[src/hdl/wfd_pkg.sv]
// Constants, register map and field layout of the wake frame detector.
// Assumes a 100 MHz core clock and a byte-wide receive stream.
`default_nettype none
package wfd_pkg;
  // Directly addressed management registers
  localparam logic [4:0] OFS_MMD_CTRL = 5'h0D;
  localparam logic [4:0] OFS_MMD_DATA = 5'h0E;
  localparam logic [4:0] OFS_INT_TWO = 5'h13;
  // Extended register space
  localparam logic [15:0] EXT_CFG = 16'h04A0;
  localparam logic [15:0] EXT_STAT = 16'h04A1;
  localparam logic [15:0] EXT_STN0 = 16'h04A2;
  localparam logic [15:0] EXT_STN1 = 16'h04A3;
  localparam logic [15:0] EXT_STN2 = 16'h04A4;
  localparam logic [15:0] EXT_PWD0 = 16'h04A5;
  localparam logic [15:0] EXT_PWD1 = 16'h04A6;
  localparam logic [15:0] EXT_PWD2 = 16'h04A7;
  localparam logic [4:0] MMD_VENDOR = 5'h1F;
  localparam logic [1:0] FN_ADDR = 2'h0;
  localparam logic [1:0] FN_DATA = 2'h1;
  // Configuration and interrupt bit positions, configuration reset value
  localparam int CFG_EN = 0;
  localparam int CFG_BCAST = 1;
  localparam int CFG_PASS = 2;
  localparam int CFG_LEVEL = 3;
  localparam int CFG_GPIO = 4;
  localparam logic [15:0] CFG_RESET = 16'h0000;
  localparam int INT2_EN = 0;
  localparam int INT2_PEND = 8;
  // Frame layout and pattern
  localparam logic [7:0] SYNC_BYTE = 8'hFF;
  localparam logic [2:0] SYNC_LEN = 3'h6;
  localparam logic [2:0] ADDR_LAST = 3'h5;
  localparam logic [3:0] REP_LAST = 4'hF;
  localparam logic [3:0] DA_LEN = 4'h6;
  localparam logic [3:0] HDR_LEN = 4'hC;
  localparam logic [31:0] CRC_INIT = 32'hFFFFFFFF;
  localparam logic [31:0] CRC_POLY = 32'hEDB88320;
  localparam logic [31:0] CRC_RESIDUE = 32'hDEBB20E3;
  // Management frame
  localparam logic [1:0] OP_READ = 2'h2;
  localparam logic [1:0] OP_WRITE = 2'h1;
  localparam logic [4:0] HEAD_LAST = 5'h0C;
  localparam logic [4:0] TA_LAST = 5'h01;
  localparam logic [4:0] DATA_LAST = 5'h0F;
  localparam logic [1:0] STRAP_WAIT = 2'h3;
endpackage
`default_nettype wire

[src/hdl/wfd_reg_if.sv]
// Register access carrier between the management slave and the core.
// Both ends run on the core clock.
`timescale 1ns/1ps
`default_nettype none
interface wfd_reg_if;
  logic wr;
  logic rd;
  logic [4:0] addr;
  logic [15:0] wdata;
  logic [15:0] rdata;
  modport slave_side (output wr, output rd, output addr, output wdata,
    input rdata);
  modport regs_side (input wr, input rd, input addr, input wdata,
    output rdata);
endinterface
`default_nettype wire

[src/hdl/wfd_mdio_slave.sv]
// Serial management slave: decodes clause 22 frames into register strobes.
// Assumes mdc far below the core clock; mdc and mdio are synchronised here.
`timescale 1ns/1ps
`default_nettype none
module wfd_mdio_slave
  import wfd_pkg::*;
(
  // Clock and reset
  input wire logic clk,
  input wire logic rst_n,
  // Pins
  input wire logic mdc,
  input wire logic mdio_in,
  output logic mdio_out,
  output logic mdio_oe,
  input wire logic [4:0] phy_addr_strap,
  // Register strobes
  wfd_reg_if.slave_side rif
);
  typedef enum logic [1:0] {
    M_IDLE = 2'b00, M_HEAD = 2'b01, M_TA = 2'b11, M_DATA = 2'b10
  } wfd_mstate_t;

  wfd_mstate_t mst_reg;
  logic [2:0] mdc_sync_reg;
  logic [1:0] mdio_sync_reg;
  logic [4:0] strap_s1_reg, strap_s2_reg, phy_addr_reg;
  logic [1:0] strap_cnt_reg;
  logic [4:0] cnt_reg;
  logic [15:0] sr_reg;
  logic is_read_reg;
  logic mdc_rise, bit_in;
  logic [12:0] head;

  // Two stage synchronisers, third mdc stage for the edge
  always_ff @(posedge clk or negedge rst_n)
    if (!rst_n)
    begin
      mdc_sync_reg <= 3'h0;
      mdio_sync_reg <= 2'h3;
    end
    else
    begin
      mdc_sync_reg <= {mdc_sync_reg[1:0], mdc};
      mdio_sync_reg <= {mdio_sync_reg[0], mdio_in};
    end
  assign mdc_rise = mdc_sync_reg[1] & ~mdc_sync_reg[2];
  assign bit_in = mdio_sync_reg[1];
  assign head = {sr_reg[11:0], bit_in};

  // Address strap caught once after reset release
  always_ff @(posedge clk or negedge rst_n)
    if (!rst_n)
    begin
      strap_s1_reg <= 5'h00;
      strap_s2_reg <= 5'h00;
      strap_cnt_reg <= 2'h0;
      phy_addr_reg <= 5'h00;
    end
    else
    begin
      strap_s1_reg <= phy_addr_strap;
      strap_s2_reg <= strap_s1_reg;
      if (strap_cnt_reg != STRAP_WAIT)
      begin
        strap_cnt_reg <= strap_cnt_reg + 2'h1;
        phy_addr_reg <= strap_s2_reg;
      end
    end

  // Frame sequencer, shift register and pin drive
  always_ff @(posedge clk or negedge rst_n)
    if (!rst_n)
    begin
      mst_reg <= M_IDLE;
      cnt_reg <= 5'h00;
      sr_reg <= 16'h0000;
      is_read_reg <= 1'b0;
      mdio_out <= 1'b1;
      mdio_oe <= 1'b0;
      rif.wr <= 1'b0;
      rif.rd <= 1'b0;
      rif.addr <= 5'h00;
      rif.wdata <= 16'h0000;
    end
    else
    begin
      rif.wr <= 1'b0;
      rif.rd <= 1'b0;
      if (mdc_rise)
        case (mst_reg)
          M_IDLE:
            if (!bit_in)
            begin
              mst_reg <= M_HEAD;
              cnt_reg <= 5'h00;
            end
          M_HEAD:
          begin
            sr_reg <= {sr_reg[14:0], bit_in};
            cnt_reg <= cnt_reg + 5'h01;
            if (cnt_reg == HEAD_LAST)
            begin
              cnt_reg <= 5'h00;
              rif.addr <= head[4:0];
              is_read_reg <= (head[11:10] == OP_READ);
              if (head[12] && head[9:5] == phy_addr_reg &&
                  (head[11:10] == OP_READ || head[11:10] == OP_WRITE))
              begin
                mst_reg <= M_TA;
                rif.rd <= (head[11:10] == OP_READ);
              end
              else
                mst_reg <= M_IDLE;
            end
          end
          M_TA:
          begin
            cnt_reg <= cnt_reg + 5'h01;
            if (is_read_reg && cnt_reg != TA_LAST)
            begin
              mdio_oe <= 1'b1;
              mdio_out <= 1'b0;
              sr_reg <= rif.rdata;
            end
            else if (is_read_reg)
            begin
              mdio_out <= sr_reg[15];
              sr_reg <= {sr_reg[14:0], 1'b0};
            end
            if (cnt_reg == TA_LAST)
            begin
              mst_reg <= M_DATA;
              cnt_reg <= 5'h00;
            end
          end
          M_DATA:
          begin
            cnt_reg <= cnt_reg + 5'h01;
            if (is_read_reg)
            begin
              mdio_out <= sr_reg[15];
              sr_reg <= {sr_reg[14:0], 1'b0};
            end
            else
              sr_reg <= {sr_reg[14:0], bit_in};
            if (cnt_reg == DATA_LAST)
            begin
              mst_reg <= M_IDLE;
              mdio_oe <= 1'b0;
              mdio_out <= 1'b1;
              rif.wr <= ~is_read_reg;
              rif.wdata <= {sr_reg[14:0], bit_in};
            end
          end
          default: mst_reg <= M_IDLE;
        endcase
    end
endmodule
`default_nettype wire

[src/hdl/wake_frame_detector.sv]
// Wake frame detector: pattern scan, frame check, registers and notify.
// Assumes rx bytes come from the receive path on clk; mdc/mdio are pins.
// Operation
// - On a qualifying wake frame notify by status bit, pin or interrupt flag.
// - Pin notification is a one cycle pulse or a level, by configuration.
// - Check each candidate frame's CRC; bad CRC suppresses wake and interrupt.
// - Matching works identically at 100 and 10 Mbps line speed.
// - When enabled, every frame addressed to this node is scanned.
// - Destination is own address or broadcast; valid source; good CRC.
// - Sixteen uninterrupted copies of the station address; any break fails.
// - With password enabled, the password must follow the last address copy.
// - The pattern may sit anywhere in the payload after the sync stream.
// - Sync stream is six consecutive bytes of all ones.
// - Detection is enabled and set up in the extended receive config register.
// - Results are reported in the extended receive status register.
// - Wake interrupt enable and pending sit in the second interrupt register.
// - Extended registers use vendor device select and the address/data pair.
// - Management frames address thirty-two sixteen bit registers directly.
`timescale 1ns/1ps
`default_nettype none
module wake_frame_detector
  import wfd_pkg::*;
(
  // Clock and reset
  input wire logic clk,
  input wire logic reset_n,
  // Management pins
  input wire logic mdc,
  input wire logic mdio_in,
  output logic mdio_out,
  output logic mdio_oe,
  input wire logic [4:0] phy_addr_strap,
  // Receive byte stream
  input wire logic rx_frame_active,
  input wire logic rx_byte_valid,
  input wire logic [7:0] rx_byte,
  // Notification
  output logic wake_gpio,
  output logic wake_int
);
  typedef enum logic [1:0] {
    S_HUNT = 2'b00, S_ADDR = 2'b01, S_PASS = 2'b11, S_FOUND = 2'b10
  } wfd_state_t;

  logic [1:0] rst_pipe_reg;
  logic rst_n;
  wfd_reg_if rif ();

  logic [15:0] mmd_access_control_reg, mmd_address_data_reg;
  logic [15:0] wake_receive_config_reg;
  logic [15:0] stn_reg [3];
  logic [15:0] pwd_reg [3];
  logic stat_wake_reg, stat_crcerr_reg, stat_dest_reg;
  logic int_en_reg, int_pend_reg;
  logic [15:0] rdata_reg, ext_rdata, dir_rdata;
  logic dev_ok, ext_data_sel, ext_wr, ext_rd, stat_rd, int_rd;
  logic [47:0] stn_all, pwd_all;

  wfd_state_t st_reg;
  logic [2:0] ff_cnt_reg, pos_reg;
  logic [3:0] rep_reg, hdr_idx_reg;
  logic dest_own_reg, dest_bc_reg, src_ok_reg, active_d_reg;
  logic [31:0] crc_reg;
  logic frame_end, in_byte, crc_ok, dest_ok, wake_evt, crcbad_evt;

  // Byte picked out of a six byte field, first received in the low bits
  function automatic logic [7:0] pick_byte(input logic [47:0] v,
                                           input logic [2:0] i);
    pick_byte = v[{i, 3'b000} +: 8];
  endfunction

  // One byte of the reflected frame check sequence
  function automatic logic [31:0] crc_step(input logic [31:0] c,
                                           input logic [7:0] d);
    logic [31:0] x;
    x = c ^ {24'h000000, d};
    for (int k = 0; k < 8; k++)
      x = x[0] ? ((x >> 1) ^ CRC_POLY) : (x >> 1);
    crc_step = x;
  endfunction

  // Reset release through two flip-flops
  always_ff @(posedge clk or negedge reset_n)
    if (!reset_n)
      rst_pipe_reg <= 2'h0;
    else
      rst_pipe_reg <= {rst_pipe_reg[0], 1'b1};
  assign rst_n = rst_pipe_reg[1];

  wfd_mdio_slave u_mdio (
    .clk(clk),
    .rst_n(rst_n),
    .mdc(mdc),
    .mdio_in(mdio_in),
    .mdio_out(mdio_out),
    .mdio_oe(mdio_oe),
    .phy_addr_strap(phy_addr_strap),
    .rif(rif)
  );

  // Indirect access decode
  assign stn_all = {stn_reg[2], stn_reg[1], stn_reg[0]};
  assign pwd_all = {pwd_reg[2], pwd_reg[1], pwd_reg[0]};
  assign dev_ok = (mmd_access_control_reg[4:0] == MMD_VENDOR);
  assign ext_data_sel = (rif.addr == OFS_MMD_DATA) && dev_ok &&
                        (mmd_access_control_reg[15:14] == FN_DATA);
  assign ext_wr = rif.wr && ext_data_sel;
  assign ext_rd = rif.rd && ext_data_sel;
  assign stat_rd = ext_rd && (mmd_address_data_reg == EXT_STAT);
  assign int_rd = rif.rd && (rif.addr == OFS_INT_TWO);

  // Control registers and indirect pointer
  always_ff @(posedge clk or negedge rst_n)
    if (!rst_n)
    begin
      mmd_access_control_reg <= 16'h0000;
      mmd_address_data_reg <= 16'h0000;
      wake_receive_config_reg <= CFG_RESET;
      int_en_reg <= 1'b0;
      for (int i = 0; i < 3; i++)
      begin
        stn_reg[i] <= 16'h0000;
        pwd_reg[i] <= 16'h0000;
      end
    end
    else if (rif.wr)
    begin
      if (rif.addr == OFS_MMD_CTRL)
        mmd_access_control_reg <= rif.wdata;
      if (rif.addr == OFS_MMD_DATA && dev_ok &&
          mmd_access_control_reg[15:14] == FN_ADDR)
        mmd_address_data_reg <= rif.wdata;
      if (rif.addr == OFS_INT_TWO)
        int_en_reg <= rif.wdata[INT2_EN];
      if (ext_wr)
        case (mmd_address_data_reg)
          EXT_CFG: wake_receive_config_reg <= rif.wdata;
          EXT_STN0: stn_reg[0] <= rif.wdata;
          EXT_STN1: stn_reg[1] <= rif.wdata;
          EXT_STN2: stn_reg[2] <= rif.wdata;
          EXT_PWD0: pwd_reg[0] <= rif.wdata;
          EXT_PWD1: pwd_reg[1] <= rif.wdata;
          EXT_PWD2: pwd_reg[2] <= rif.wdata;
          default: ;
        endcase
    end

  // Read data selection
  always_comb
  begin
    case (mmd_address_data_reg)
      EXT_CFG: ext_rdata = wake_receive_config_reg;
      EXT_STAT: ext_rdata = {13'h0000, stat_dest_reg, stat_crcerr_reg,
                             stat_wake_reg};
      EXT_STN0: ext_rdata = stn_reg[0];
      EXT_STN1: ext_rdata = stn_reg[1];
      EXT_STN2: ext_rdata = stn_reg[2];
      EXT_PWD0: ext_rdata = pwd_reg[0];
      EXT_PWD1: ext_rdata = pwd_reg[1];
      EXT_PWD2: ext_rdata = pwd_reg[2];
      default: ext_rdata = 16'h0000;
    endcase
    case (rif.addr)
      OFS_MMD_CTRL: dir_rdata = mmd_access_control_reg;
      OFS_MMD_DATA:
        if (!dev_ok)
          dir_rdata = 16'h0000;
        else if (mmd_access_control_reg[15:14] == FN_ADDR)
          dir_rdata = mmd_address_data_reg;
        else
          dir_rdata = ext_rdata;
      OFS_INT_TWO: dir_rdata = {7'h00, int_pend_reg, 7'h00, int_en_reg};
      default: dir_rdata = 16'h0000;
    endcase
  end

  // Read data latched on the read strobe
  always_ff @(posedge clk or negedge rst_n)
    if (!rst_n)
      rdata_reg <= 16'h0000;
    else if (rif.rd)
      rdata_reg <= dir_rdata;
  assign rif.rdata = rdata_reg;

  // Frame boundary and byte qualifier; the byte path is speed agnostic
  assign frame_end = active_d_reg & ~rx_frame_active;
  assign in_byte = rx_byte_valid & rx_frame_active;

  // Header position, destination and source checks, running CRC
  always_ff @(posedge clk or negedge rst_n)
    if (!rst_n)
    begin
      active_d_reg <= 1'b0;
      hdr_idx_reg <= 4'h0;
      dest_own_reg <= 1'b1;
      dest_bc_reg <= 1'b1;
      src_ok_reg <= 1'b0;
      crc_reg <= CRC_INIT;
    end
    else
    begin
      active_d_reg <= rx_frame_active;
      if (frame_end)
      begin
        hdr_idx_reg <= 4'h0;
        dest_own_reg <= 1'b1;
        dest_bc_reg <= 1'b1;
        src_ok_reg <= 1'b0;
        crc_reg <= CRC_INIT;
      end
      else if (in_byte)
      begin
        crc_reg <= crc_step(crc_reg, rx_byte);
        if (hdr_idx_reg != HDR_LEN)
          hdr_idx_reg <= hdr_idx_reg + 4'h1;
        if (hdr_idx_reg < DA_LEN)
        begin
          if (rx_byte != pick_byte(stn_all, hdr_idx_reg[2:0]))
            dest_own_reg <= 1'b0;
          if (rx_byte != SYNC_BYTE)
            dest_bc_reg <= 1'b0;
        end
        if (hdr_idx_reg == DA_LEN)
          src_ok_reg <= ~rx_byte[0];
      end
    end

  // Pattern scan over the payload: sync, address copies, password
  always_ff @(posedge clk or negedge rst_n)
    if (!rst_n)
    begin
      st_reg <= S_HUNT;
      ff_cnt_reg <= 3'h0;
      pos_reg <= 3'h0;
      rep_reg <= 4'h0;
    end
    else if (frame_end)
    begin
      st_reg <= S_HUNT;
      ff_cnt_reg <= 3'h0;
      pos_reg <= 3'h0;
      rep_reg <= 4'h0;
    end
    else if (in_byte && hdr_idx_reg == HDR_LEN)
      case (st_reg)
        S_HUNT:
          if (rx_byte == SYNC_BYTE)
          begin
            if (ff_cnt_reg != SYNC_LEN)
              ff_cnt_reg <= ff_cnt_reg + 3'h1;
          end
          else if (ff_cnt_reg == SYNC_LEN &&
                   rx_byte == pick_byte(stn_all, 3'h0))
          begin
            st_reg <= S_ADDR;
            pos_reg <= 3'h1;
            rep_reg <= 4'h0;
          end
          else
            ff_cnt_reg <= 3'h0;
        S_ADDR:
          if (rx_byte == pick_byte(stn_all, pos_reg))
          begin
            pos_reg <= (pos_reg == ADDR_LAST) ? 3'h0 : pos_reg + 3'h1;
            if (pos_reg == ADDR_LAST && rep_reg == REP_LAST)
              st_reg <= wake_receive_config_reg[CFG_PASS] ?
                        S_PASS : S_FOUND;
            else if (pos_reg == ADDR_LAST)
              rep_reg <= rep_reg + 4'h1;
          end
          else
          begin
            st_reg <= S_HUNT;
            ff_cnt_reg <= (rx_byte == SYNC_BYTE) ? 3'h1 : 3'h0;
          end
        S_PASS:
          if (rx_byte == pick_byte(pwd_all, pos_reg))
          begin
            pos_reg <= pos_reg + 3'h1;
            if (pos_reg == ADDR_LAST)
              st_reg <= S_FOUND;
          end
          else
          begin
            st_reg <= S_HUNT;
            pos_reg <= 3'h0;
            ff_cnt_reg <= (rx_byte == SYNC_BYTE) ? 3'h1 : 3'h0;
          end
        S_FOUND: st_reg <= S_FOUND;
        default: st_reg <= S_HUNT;
      endcase

  // Qualification at frame end
  assign crc_ok = (crc_reg == CRC_RESIDUE);
  assign dest_ok = dest_own_reg |
                   (wake_receive_config_reg[CFG_BCAST] & dest_bc_reg);
  assign wake_evt = frame_end & wake_receive_config_reg[CFG_EN] &
                    (st_reg == S_FOUND) & dest_ok & src_ok_reg &
                    crc_ok;
  assign crcbad_evt = frame_end & wake_receive_config_reg[CFG_EN] &
                      (st_reg == S_FOUND) & ~crc_ok;

  // Sticky wake and CRC status and pending flag, set wins over clear on read; destination status reloaded at each frame end
  always_ff @(posedge clk or negedge rst_n)
    if (!rst_n)
    begin
      stat_wake_reg <= 1'b0;
      stat_crcerr_reg <= 1'b0;
      stat_dest_reg <= 1'b0;
      int_pend_reg <= 1'b0;
    end
    else
    begin
      stat_wake_reg <= wake_evt | (stat_wake_reg & ~stat_rd);
      stat_crcerr_reg <= crcbad_evt | (stat_crcerr_reg & ~stat_rd);
      if (frame_end)
        stat_dest_reg <= dest_ok;
      int_pend_reg <= wake_evt | (int_pend_reg & ~int_rd);
    end

  // Pin and interrupt outputs
  always_ff @(posedge clk or negedge rst_n)
    if (!rst_n)
    begin
      wake_gpio <= 1'b0;
      wake_int <= 1'b0;
    end
    else
    begin
      if (!wake_receive_config_reg[CFG_GPIO])
        wake_gpio <= 1'b0;
      else if (wake_receive_config_reg[CFG_LEVEL])
        wake_gpio <= wake_evt | (wake_gpio & ~stat_rd);
      else
        wake_gpio <= wake_evt;
      wake_int <= (wake_evt | (int_pend_reg & ~int_rd)) & int_en_reg;
    end
endmodule
`default_nettype wire

[config.mk]
export PLATFORM = sky130hd
export DESIGN_NAME = wake_frame_detector
export DESIGN_NICKNAME = d
export VERILOG_FILES = /design/src/hdl/wfd_pkg.sv /design/src/hdl/wfd_reg_if.sv /design/src/hdl/wfd_mdio_slave.sv /design/src/hdl/wake_frame_detector.sv
export SDC_FILE = /design/constraint.sdc
export NUM_CORES = 1
export LEC_CHECK = 0
export BUFFER_PORTS_ARGS = -buffer_cell sky130_fd_sc_hd__buf_2
export CORE_MARGIN = 1.5
export CORE_UTILIZATION = 35
export CTS_CLUSTER_SIZE = 40
export DETAILED_ROUTE_END_ITERATION = 16
export GPL_TIMING_DRIVEN = 0
export SETUP_SLACK_MARGIN = 0.4
export SLEW_MARGIN = 30
export SYNTH_ARGS = -nofsm -noshare
export SYNTH_HDL_FRONTEND = slang
export SYNTH_SLANG_ARGS = --single-unit
[constraint.sdc]
create_clock -name clk -period 13.1 [get_ports clk]
set_clock_uncertainty 0.05 [all_clocks]
set_input_delay 2.62 -clock clk [delete_from_list [all_inputs] [get_ports clk]]
set_output_delay 2.62 -clock clk [all_outputs]
set_load 0.05 [all_outputs]
# Yosys cells after proc, flatten, opt, wreduce, memory -nomap -nowiden
# Index checks and enable logic that the tools add are counted.
# totals
reg_bits,292
in_bits,19
out_inout_bits,4
word_cells,294
# classes
add_sub_neg,6
n_lt_le_gt_ge,1
eq_ne,58
shift,3
mux,93
bitwise_logic,36
n_reduce_logical,53
# op_table
operator,n
$mux W32,10
$shiftx A48 B7 Y8,3
$eq A16 B11 Y1 const B,8
$pmux W16 S8,1
$not A13 Y14,8
$pmux W16 S3,2
$mux W16,4
$mux W3,14
$mux W4,10
$reduce_and A3 Y1,12
$eq A32 B32 Y1 const B,1
$xor A32 B8 Y32,1
$mux W1,28
$mux W2,13
$eq A8 B8 Y1,3
$ne A3 B3 Y1 const B,8
$eq A5 B4 Y1 const B,4
$ne A4 B4 Y1 const B,5
$pmux W5 S4,1
$pmux W3 S3,2
$pmux W2 S4,2
$reduce_bool A2 Y1,8
$and A1 B1 Y1,15
$mux W5,3
other kinds (34),84

# Logic depth before layout (Yosys ltp)
# Gate-level depths: netlist of run 1.
# logic_depth
depth_word,19
depth_mapped,11
depth_no_buf,9

# Hierarchy
# From an unflattened synthesis of run 1, not the netlist that was laid out.
# unflattened
cells_unflattened,1319
hier_area_um2,15304.7
# modules_own_cells
module,instances,cells_each,area_each_um2,seq_area_each_um2
wake_frame_detector,1,1087,12351.8,5572.8
wfd_mdio_slave,1,232,2952.8,1780.5

# Worst setup path after synthesis of run 1
# No wires, ideal clock.
# synth_path
kind,input port to flip-flop
startpoint,input port rx_byte[3]
endpoint,register pos_reg[1]
setup_ns,0.104
arrival_ns,4.410
t_required_ns,12.946
setup_slack_ns,8.536
path_stages,7
path_buffers,1
path_cell_list,clkbuf_1 -> xnor2_1 -> or4b_2 -> o311ai_0 -> o21ai_0 -> or2_1 -> o41ai_2
# synth_via
elab_chain_cells,5
word_cells_on_any_way,13
classes_between,eq/ne: 7; mux: 4; reduce/logical: 2
# synth_rtl
element,line_no,rtl
from (decl),wake_frame_detector.sv:36,"input wire logic [7:0] rx_byte,"
$eq A8 B8 Y1,wake_frame_detector.sv:277,"if (rx_byte == pick_byte(pwd_all, pos_reg))"
$mux W3,wake_frame_detector.sv:277,
$pmux W3 S3,wake_frame_detector.sv:245,case (st_reg)
$mux W3,wake_frame_detector.sv:244,else if (in_byte && hdr_idx_reg == HDR_LEN)
$mux W3,wake_frame_detector.sv:237,else if (frame_end)
to (signal assigned),wake_frame_detector.sv:264,pos_reg <= (pos_reg == ADDR_LAST) ? 3'h0 : pos_reg + 3'h1;
to (signal assigned),wake_frame_detector.sv:279,pos_reg <= pos_reg + 3'h1;
to (decl),wake_frame_detector.sv:60,"logic [2:0] ff_cnt_reg, pos_reg;"
# Several ways; a longest one is shown, not always the timed one. The select of a mux whose other input is x is not followed.
# A chain may end at the register's enable or synchronous reset.

# Final worst setup path of run 1
# Same ends and word-level chain as after synthesis.

==> impl_metrics.yaml, run 1 <==
outcome:
  outcome: "completed"
worst_setup_path:
  crit_family: "simple AND/OR/NAND/NOR gates"
  r2r_end: "stn_all[22]$_DFFE_PN0P_"
  cp_data_arrival_time_ps: 4850
  worstSetupPathType: "input port to flip-flop"
  cp_slowest_stage_delay_ps: 610
  crit_buf_inv: 1
  start_kind: "input port"
  end_kind: "flip-flop"
  r2r_start: "mmd_address_data_reg[9]$_DFFE_PN0P_"
  r2r_cells: 7
  worst-r2r-setup-slack_ps: 9700
  crit_fanout: 5
  path_cells: "clkbuf_1 -> xnor2_1 -> or4b_2 -> o311ai_0 -> o21ai_0 -> or2_1 -> o41ai_2"
  crit_path_top_delay_cell: "or4b_2"
  crit_required_ps: 13480
detailed_routing:
  dr.pass1.iters: 6
  wire_per_inst_um: 21.22
  antenna_left: 0
  drc: 0
  vias: 11400
  wl_um: 43410
  drt_iter0_drc: 928
  viasPerCell: 5.572
global_routing:
  grt_first_pass_wirelength_um: 67780
  gr-usage-all-layers: 0.1957
  grt.busiest_layer: "met2"
  antenna_found_initial: 0
  first_global_vias: 11310
  grt_remaining_overflow: 0
  grt_start_max_net_pins: 49
  use_met2: 0.3106
  gr-usage-met1: 0.2730
  grtUsageMet3: 0.02692
clock_network:
  clockBufferDepth: 3
  numCtsBuffers: 35
  worstSkewPairLatency_ps: 530
  path_clk_slew_ps: 60
  tritoncts: "done"
  hold_buffers: 0
  h-tree-depth: 2
  clock-root-buffer: "clkbuf_16"
  post-cts-setup-buffers: 0
  cts_resized: 0
  clock-sinks: 292
floorplanning:
  dieHeight_um: 212.7
  dieArea_um2: 45250
  start_util: 0.3558
  num_rows: 76
  fp.coreArea_um2: 43270
  die_w_um: 212.7
  io_pins: 23
sta:
  slew_headroom: 0.3051
  hold_viol: 0
  layout_setup_ws_ps: 8628
  finalMaxSlewViolations: 0
  hold_slack_ps: 251.0
  setup_viol: 0
  rsz0062_at_grt: "false"
  tns_ps: 0
  fin_crit_sh: 0.3413
  min_period_ps: 4472
  max_freq_ghz: 0.2236
  tightest_slew_ps: 1039
logic_synthesis:
  seq_area_frac_synth: 0.4777
  synth_flop_cell: "dfrtp_1"
  yosysWarnings: 0
  syn_avg_cell_area_um2: 11.24
  synthTopCellsByCount: "255 x dfrtp_1, 173 x mux2_2, 97 x nand2_1"
  synth-edff-count: 0
  synthesis.nets: 1403
  synth_compound_area_frac: 0.1102
  synth_area_um2: 15390
  synthSimpleGateAreaFrac: 0.1161
  yosys.area.top_type: "dfrtp_1"
  synth_top_area_share: 0.4145
  synth_xor_area_frac: 0.05519
  synthArstFlopShare: 1.000
  synth_cell_type_count: 72
  ys_ff_latch: 292
  synthAdderAreaFrac: 0.01138
  synth.most_common_cell: "dfrtp_1"
  synth_area_leaders: "dfrtp_1 41%, mux2_2 13%, dfstp_2 6.3%"
  synth.mux.area_fraction: 0.1937
  synth_top_family_by_area: "multiplexers"
  syn-instance-count: 1370
power:
  comb_power_share: 0.289
  vdd_ir_drop_max_v: 0.0001125
  power.switching_mw: 0.9753
  swShare: 0.3292
  clockPowerShare: 0.335
  internal_power_mw: 1.988
  total_leakage_power_nw: 7.581
  total_power_mw: 2.963
  seq_power_share: 0.376
  power.density_nw_per_um2: 168.2
layout:
  drive_above_1_share: 0.2444
  fill_cells: 4058
  multi_input_area_um2: 7528
  n_antenna_cell: 0
  area_growth_pct: 14.48
  regArea_um2: 7357
  fin_nets: 1469
place:
  post-dp-hpwl_um: 31840
  globalplace.congestion: 0.9162
  preCtsSetupSlack_ps: 8133
  io_buffers: 20
job:
  maxCapViolCount: 0
worst_hold_path:
  hold_path_class: "flip-flop to asynchronous set/reset pin"
==> cell usage in the layout (no fill, tap or decap), drive strengths merged, types with 13 or more instances in the layout <==
cell    count
dfrtp     255
mux2      175
clkbuf    103
nand2      97
a21oi      82
nor2       73
buf        71
xnor2      61
mux2i      59
o21ai      40
dfstp      37
xor2       36
inv        33
nor3       31
a222oi     30
nor2b      23
o31ai      18
mux4       18
nor3b      16
nand4      14
ha         14
a221oi     13
==> how the worst max path moves through the flow <==
stage,cells after the start,slack [ps],end,startpoint
5_1_grt,7,8470,pos_reg[0]$_DFFE_PN0P_,rx_byte[3]
2_1_floorplan,0,4370,active_d_reg$_DFF_PN0_,rst_pipe_reg[1]$_DFF_PN0_
3_5_place_dp,9,8130,pos_reg[1]$_DFFE_PN0P_,rx_byte[7]
6_report,7,8630,pos_reg[1]$_DFFE_PN0P_,rx_byte[3]
3_3_place_gp,0,850,u_mdio.cnt_reg[0]$_DFFE_PN0P_,rst_pipe_reg[1]$_DFF_PN0_
4_1_cts,9,8670,pos_reg[2]$_DFFE_PN0P_,rx_byte[7]
==> logic make-up after synthesis <==
family	after synthesis
compound gates	250
flops	292
simple gates	336
xor+xnor	97
buf+inv	128
mux	252
other cells	1
fa+ha+maj	14
==> power groups by stage <==
stage | Sequential [mW] | Clock [mW] | Combinational (mW)
2_1_floorplan | 1.11 | 0 | 0.664
3_5_place_dp | 1.13 | 0 | 0.846
4_1_cts | 1.11 | 1.01 | 0.852
5_1_grt | 1.13 | 1.05 | 0.942
6_report | 1.11 | 0.993 | 0.855
3_3_place_gp | 1.14 | 0 | 0.813
==> layout make-up <==
class	count	area share
Multi-Input combinational cell	950	0.4272
Sequential cell	292	0.4175
Clock buffer	49	0.05673
Tap cell	585	0.04154
Buffer	96	0.02421
Timing Repair Buffer	29	0.01647
Clock inverter	13	0.009514
Inverter	32	0.006816
==> through the flow <==
stage	cells	utilization	instance area [um^2]
floorplan	1370	-	15390
global placement	1975	0.3750	16230
detailed placement	1984	0.3799	16440
CTS	2046	0.4069	17600
global route	2046	0.4073	17620
finish	2046	0.4073	17620
==> metal layers <==
layer  wire length (um)  up-vias
met5                  0        -
met4               1594        0
met3               2328       95
met2              20050      369
met1              19430     5791
li1                   -     5146
No activity file was read; power rests on OpenSTA's default activity.
==> inputs of run 2 (changes only) <==
Clock period 13.1 ns to 4.4 ns, I/O delays scaled along.
==> impl_metrics.yaml, run 2 (synthesized netlist as in run 1, its figures left out) <==
outcome:
  outcome: "completed"
clock_network:
  hold_buffers: 0
  path_clk_slew_ps: 60
  clock-root-buffer: "clkbuf_16"
  clock-sinks: 292
  post-cts-setup-buffers: 0
  tritoncts: "done"
  numCtsBuffers: 35
  h-tree-depth: 2
  clockBufferDepth: 3
  cts_resized: 0
  worstSkewPairLatency_ps: 540
floorplanning:
  fp.coreArea_um2: 43270
  dieHeight_um: 212.7
  num_rows: 76
  die_w_um: 212.7
  start_util: 0.3558
  dieArea_um2: 45250
  io_pins: 23
worst_setup_path:
  r2r_cells: 7
  crit_required_ps: 4750
  crit_buf_inv: 2
  cp_slowest_stage_delay_ps: 850
  end_kind: "flip-flop"
  crit_family: "simple AND/OR/NAND/NOR gates"
  crit_path_top_delay_cell: "nor4_2"
  r2r_start: "mmd_address_data_reg[6]$_DFFE_PN0P_"
  worstSetupPathType: "flip-flop to flip-flop"
  path_cells: "nor4bb_1 -> nand4_1 -> buf_2 -> nor4_2 -> nand2_1 -> buf_2 -> mux2_2"
  path_common_cell: "buf_2"
  worst-r2r-setup-slack_ps: 930
  crit_fanout: 10
  start_kind: "flip-flop"
  r2r_end: "stn_all[15]$_DFFE_PN0P_"
  cp_data_arrival_time_ps: 3810
global_routing:
  grt_start_max_net_pins: 49
  gr-usage-all-layers: 0.1961
  grt_remaining_overflow: 0
  antenna_found_initial: 0
  first_global_vias: 11470
  grt_first_pass_wirelength_um: 67980
sta:
  finalMaxSlewViolations: 0
  min_period_ps: 3466
  tns_ps: 0
  max_freq_ghz: 0.2885
  layout_setup_ws_ps: 934.1
  tightest_slew_ps: 1107
  rsz0062_at_grt: "false"
  hold_slack_ps: 82.87
  setup_viol: 0
  hold_viol: 0
  fin_crit_sh: 0.7877
  slew_headroom: 0.2561
detailed_routing:
  wl_um: 43230
  antenna_left: 0
  wire_per_inst_um: 21.15
  dr.pass1.iters: 7
  vias: 11450
  drc: 0
  drt_iter0_drc: 1012
  viasPerCell: 5.603
layout:
  fin_nets: 1468
  fin_util: 0.4051
  n_antenna_cell: 0
  final_cell_mix: "254 x dfrtp_1, 173 x mux2_2, 97 x nand2_1"
  area_growth_pct: 13.87
  drive_above_1_share: 0.2447
  final_common_cell: "dfrtp_1"
power:
  total_leakage_power_nw: 7.550
  vdd_ir_drop_max_v: 0.0002901
  total_power_mw: 8.691
  power.density_nw_per_um2: 495.8
place:
  preCtsSetupSlack_ps: 793.3
  io_buffers: 20
  post-dp-hpwl_um: 32130
  globalplace.congestion: 0.9002
job:
  maxCapViolCount: 0
worst_hold_path:
  hold_path_class: "input port to asynchronous set/reset pin"
-- run 2: changes by cell type in the layout (fill, tap and decap cells not counted), moves of 2 or more --
cell	previous run	this run
clkbuf_8	5	8
clkinv_4	2	0
clkinv_2	4	7
buf_16	3	1
bufinv_16	3	1
clkbuf_1	61	59
-- run 2: metrics by stage --
step / cells / area, um^2
after floorplan: 1370 / 15400
after global placement: 1975 / 16230
after detailed placement: 1983 / 16400
after CTS: 2044 / 17520
after global routing: 2044 / 17530
final: 2044 / 17530
-- run 2: worst reg2reg max path: stages, from the launching register on --
cell and delay, ps:
dfrtp_1 420, nor4bb_1 360, nand4_1 270, buf_2 280
nor4_2 850, nand2_1 450, buf_2 340, mux2_2 310
-- run 2: layout make-up --
type / count / area, um^2
Fill cell: 4119 / 25740
Multi-Input combinational cell: 950 / 7520
Sequential cell: 292 / 7357
Clock buffer: 49 / 1008
Tap cell: 585 / 732.0
Buffer: 96 / 426.7
Timing Repair Buffer: 28 / 255.2
Inverter: 32 / 120.1
Clock inverter: 12 / 108.9
-- run 2: metal layers --
layer / routed length (um) / track usage / vias up
met4: 1416 / 0.07141 / 0
met1: 18560 / 0.2664 / 5839
met5: 0 / 0 / -
met3: 2723 / 0.02927 / 86
li1: - / - / 5132
met2: 20540 / 0.3178 / 396
-- run 2: how the worst max path moves through the flow --
stage / slack, ps / cells past startpoint / startpoint / to
4_1_cts: 750 / 7 / mmd_address_data_reg[6]$_DFFE_PN0P_ / stn_all[22]$_DFFE_PN0P_
3_3_place_gp: 270 / 0 / rst_pipe_reg[1]$_DFF_PN0_ / u_mdio.cnt_reg[0]$_DFFE_PN0P_
2_1_floorplan: 1460 / 0 / rst_pipe_reg[1]$_DFF_PN0_ / active_d_reg$_DFF_PN0_
3_5_place_dp: 790 / 7 / mmd_address_data_reg[6]$_DFFE_PN0P_ / stn_all[23]$_DFFE_PN0P_
5_1_grt: 860 / 8 / mmd_address_data_reg[8]$_DFFE_PN0P_ / stn_all[38]$_DFFE_PN0P_
6_report: 930 / 7 / mmd_address_data_reg[6]$_DFFE_PN0P_ / stn_all[15]$_DFFE_PN0P_
-- run 2: power breakdown --
group          switching [mW]  internal [mW]  total (mW)
Combinational            1.45           1.10        2.54
Sequential              0.276           3.05        3.32
Clock                    1.16           1.67        2.82
Total                    2.88           5.81        8.69
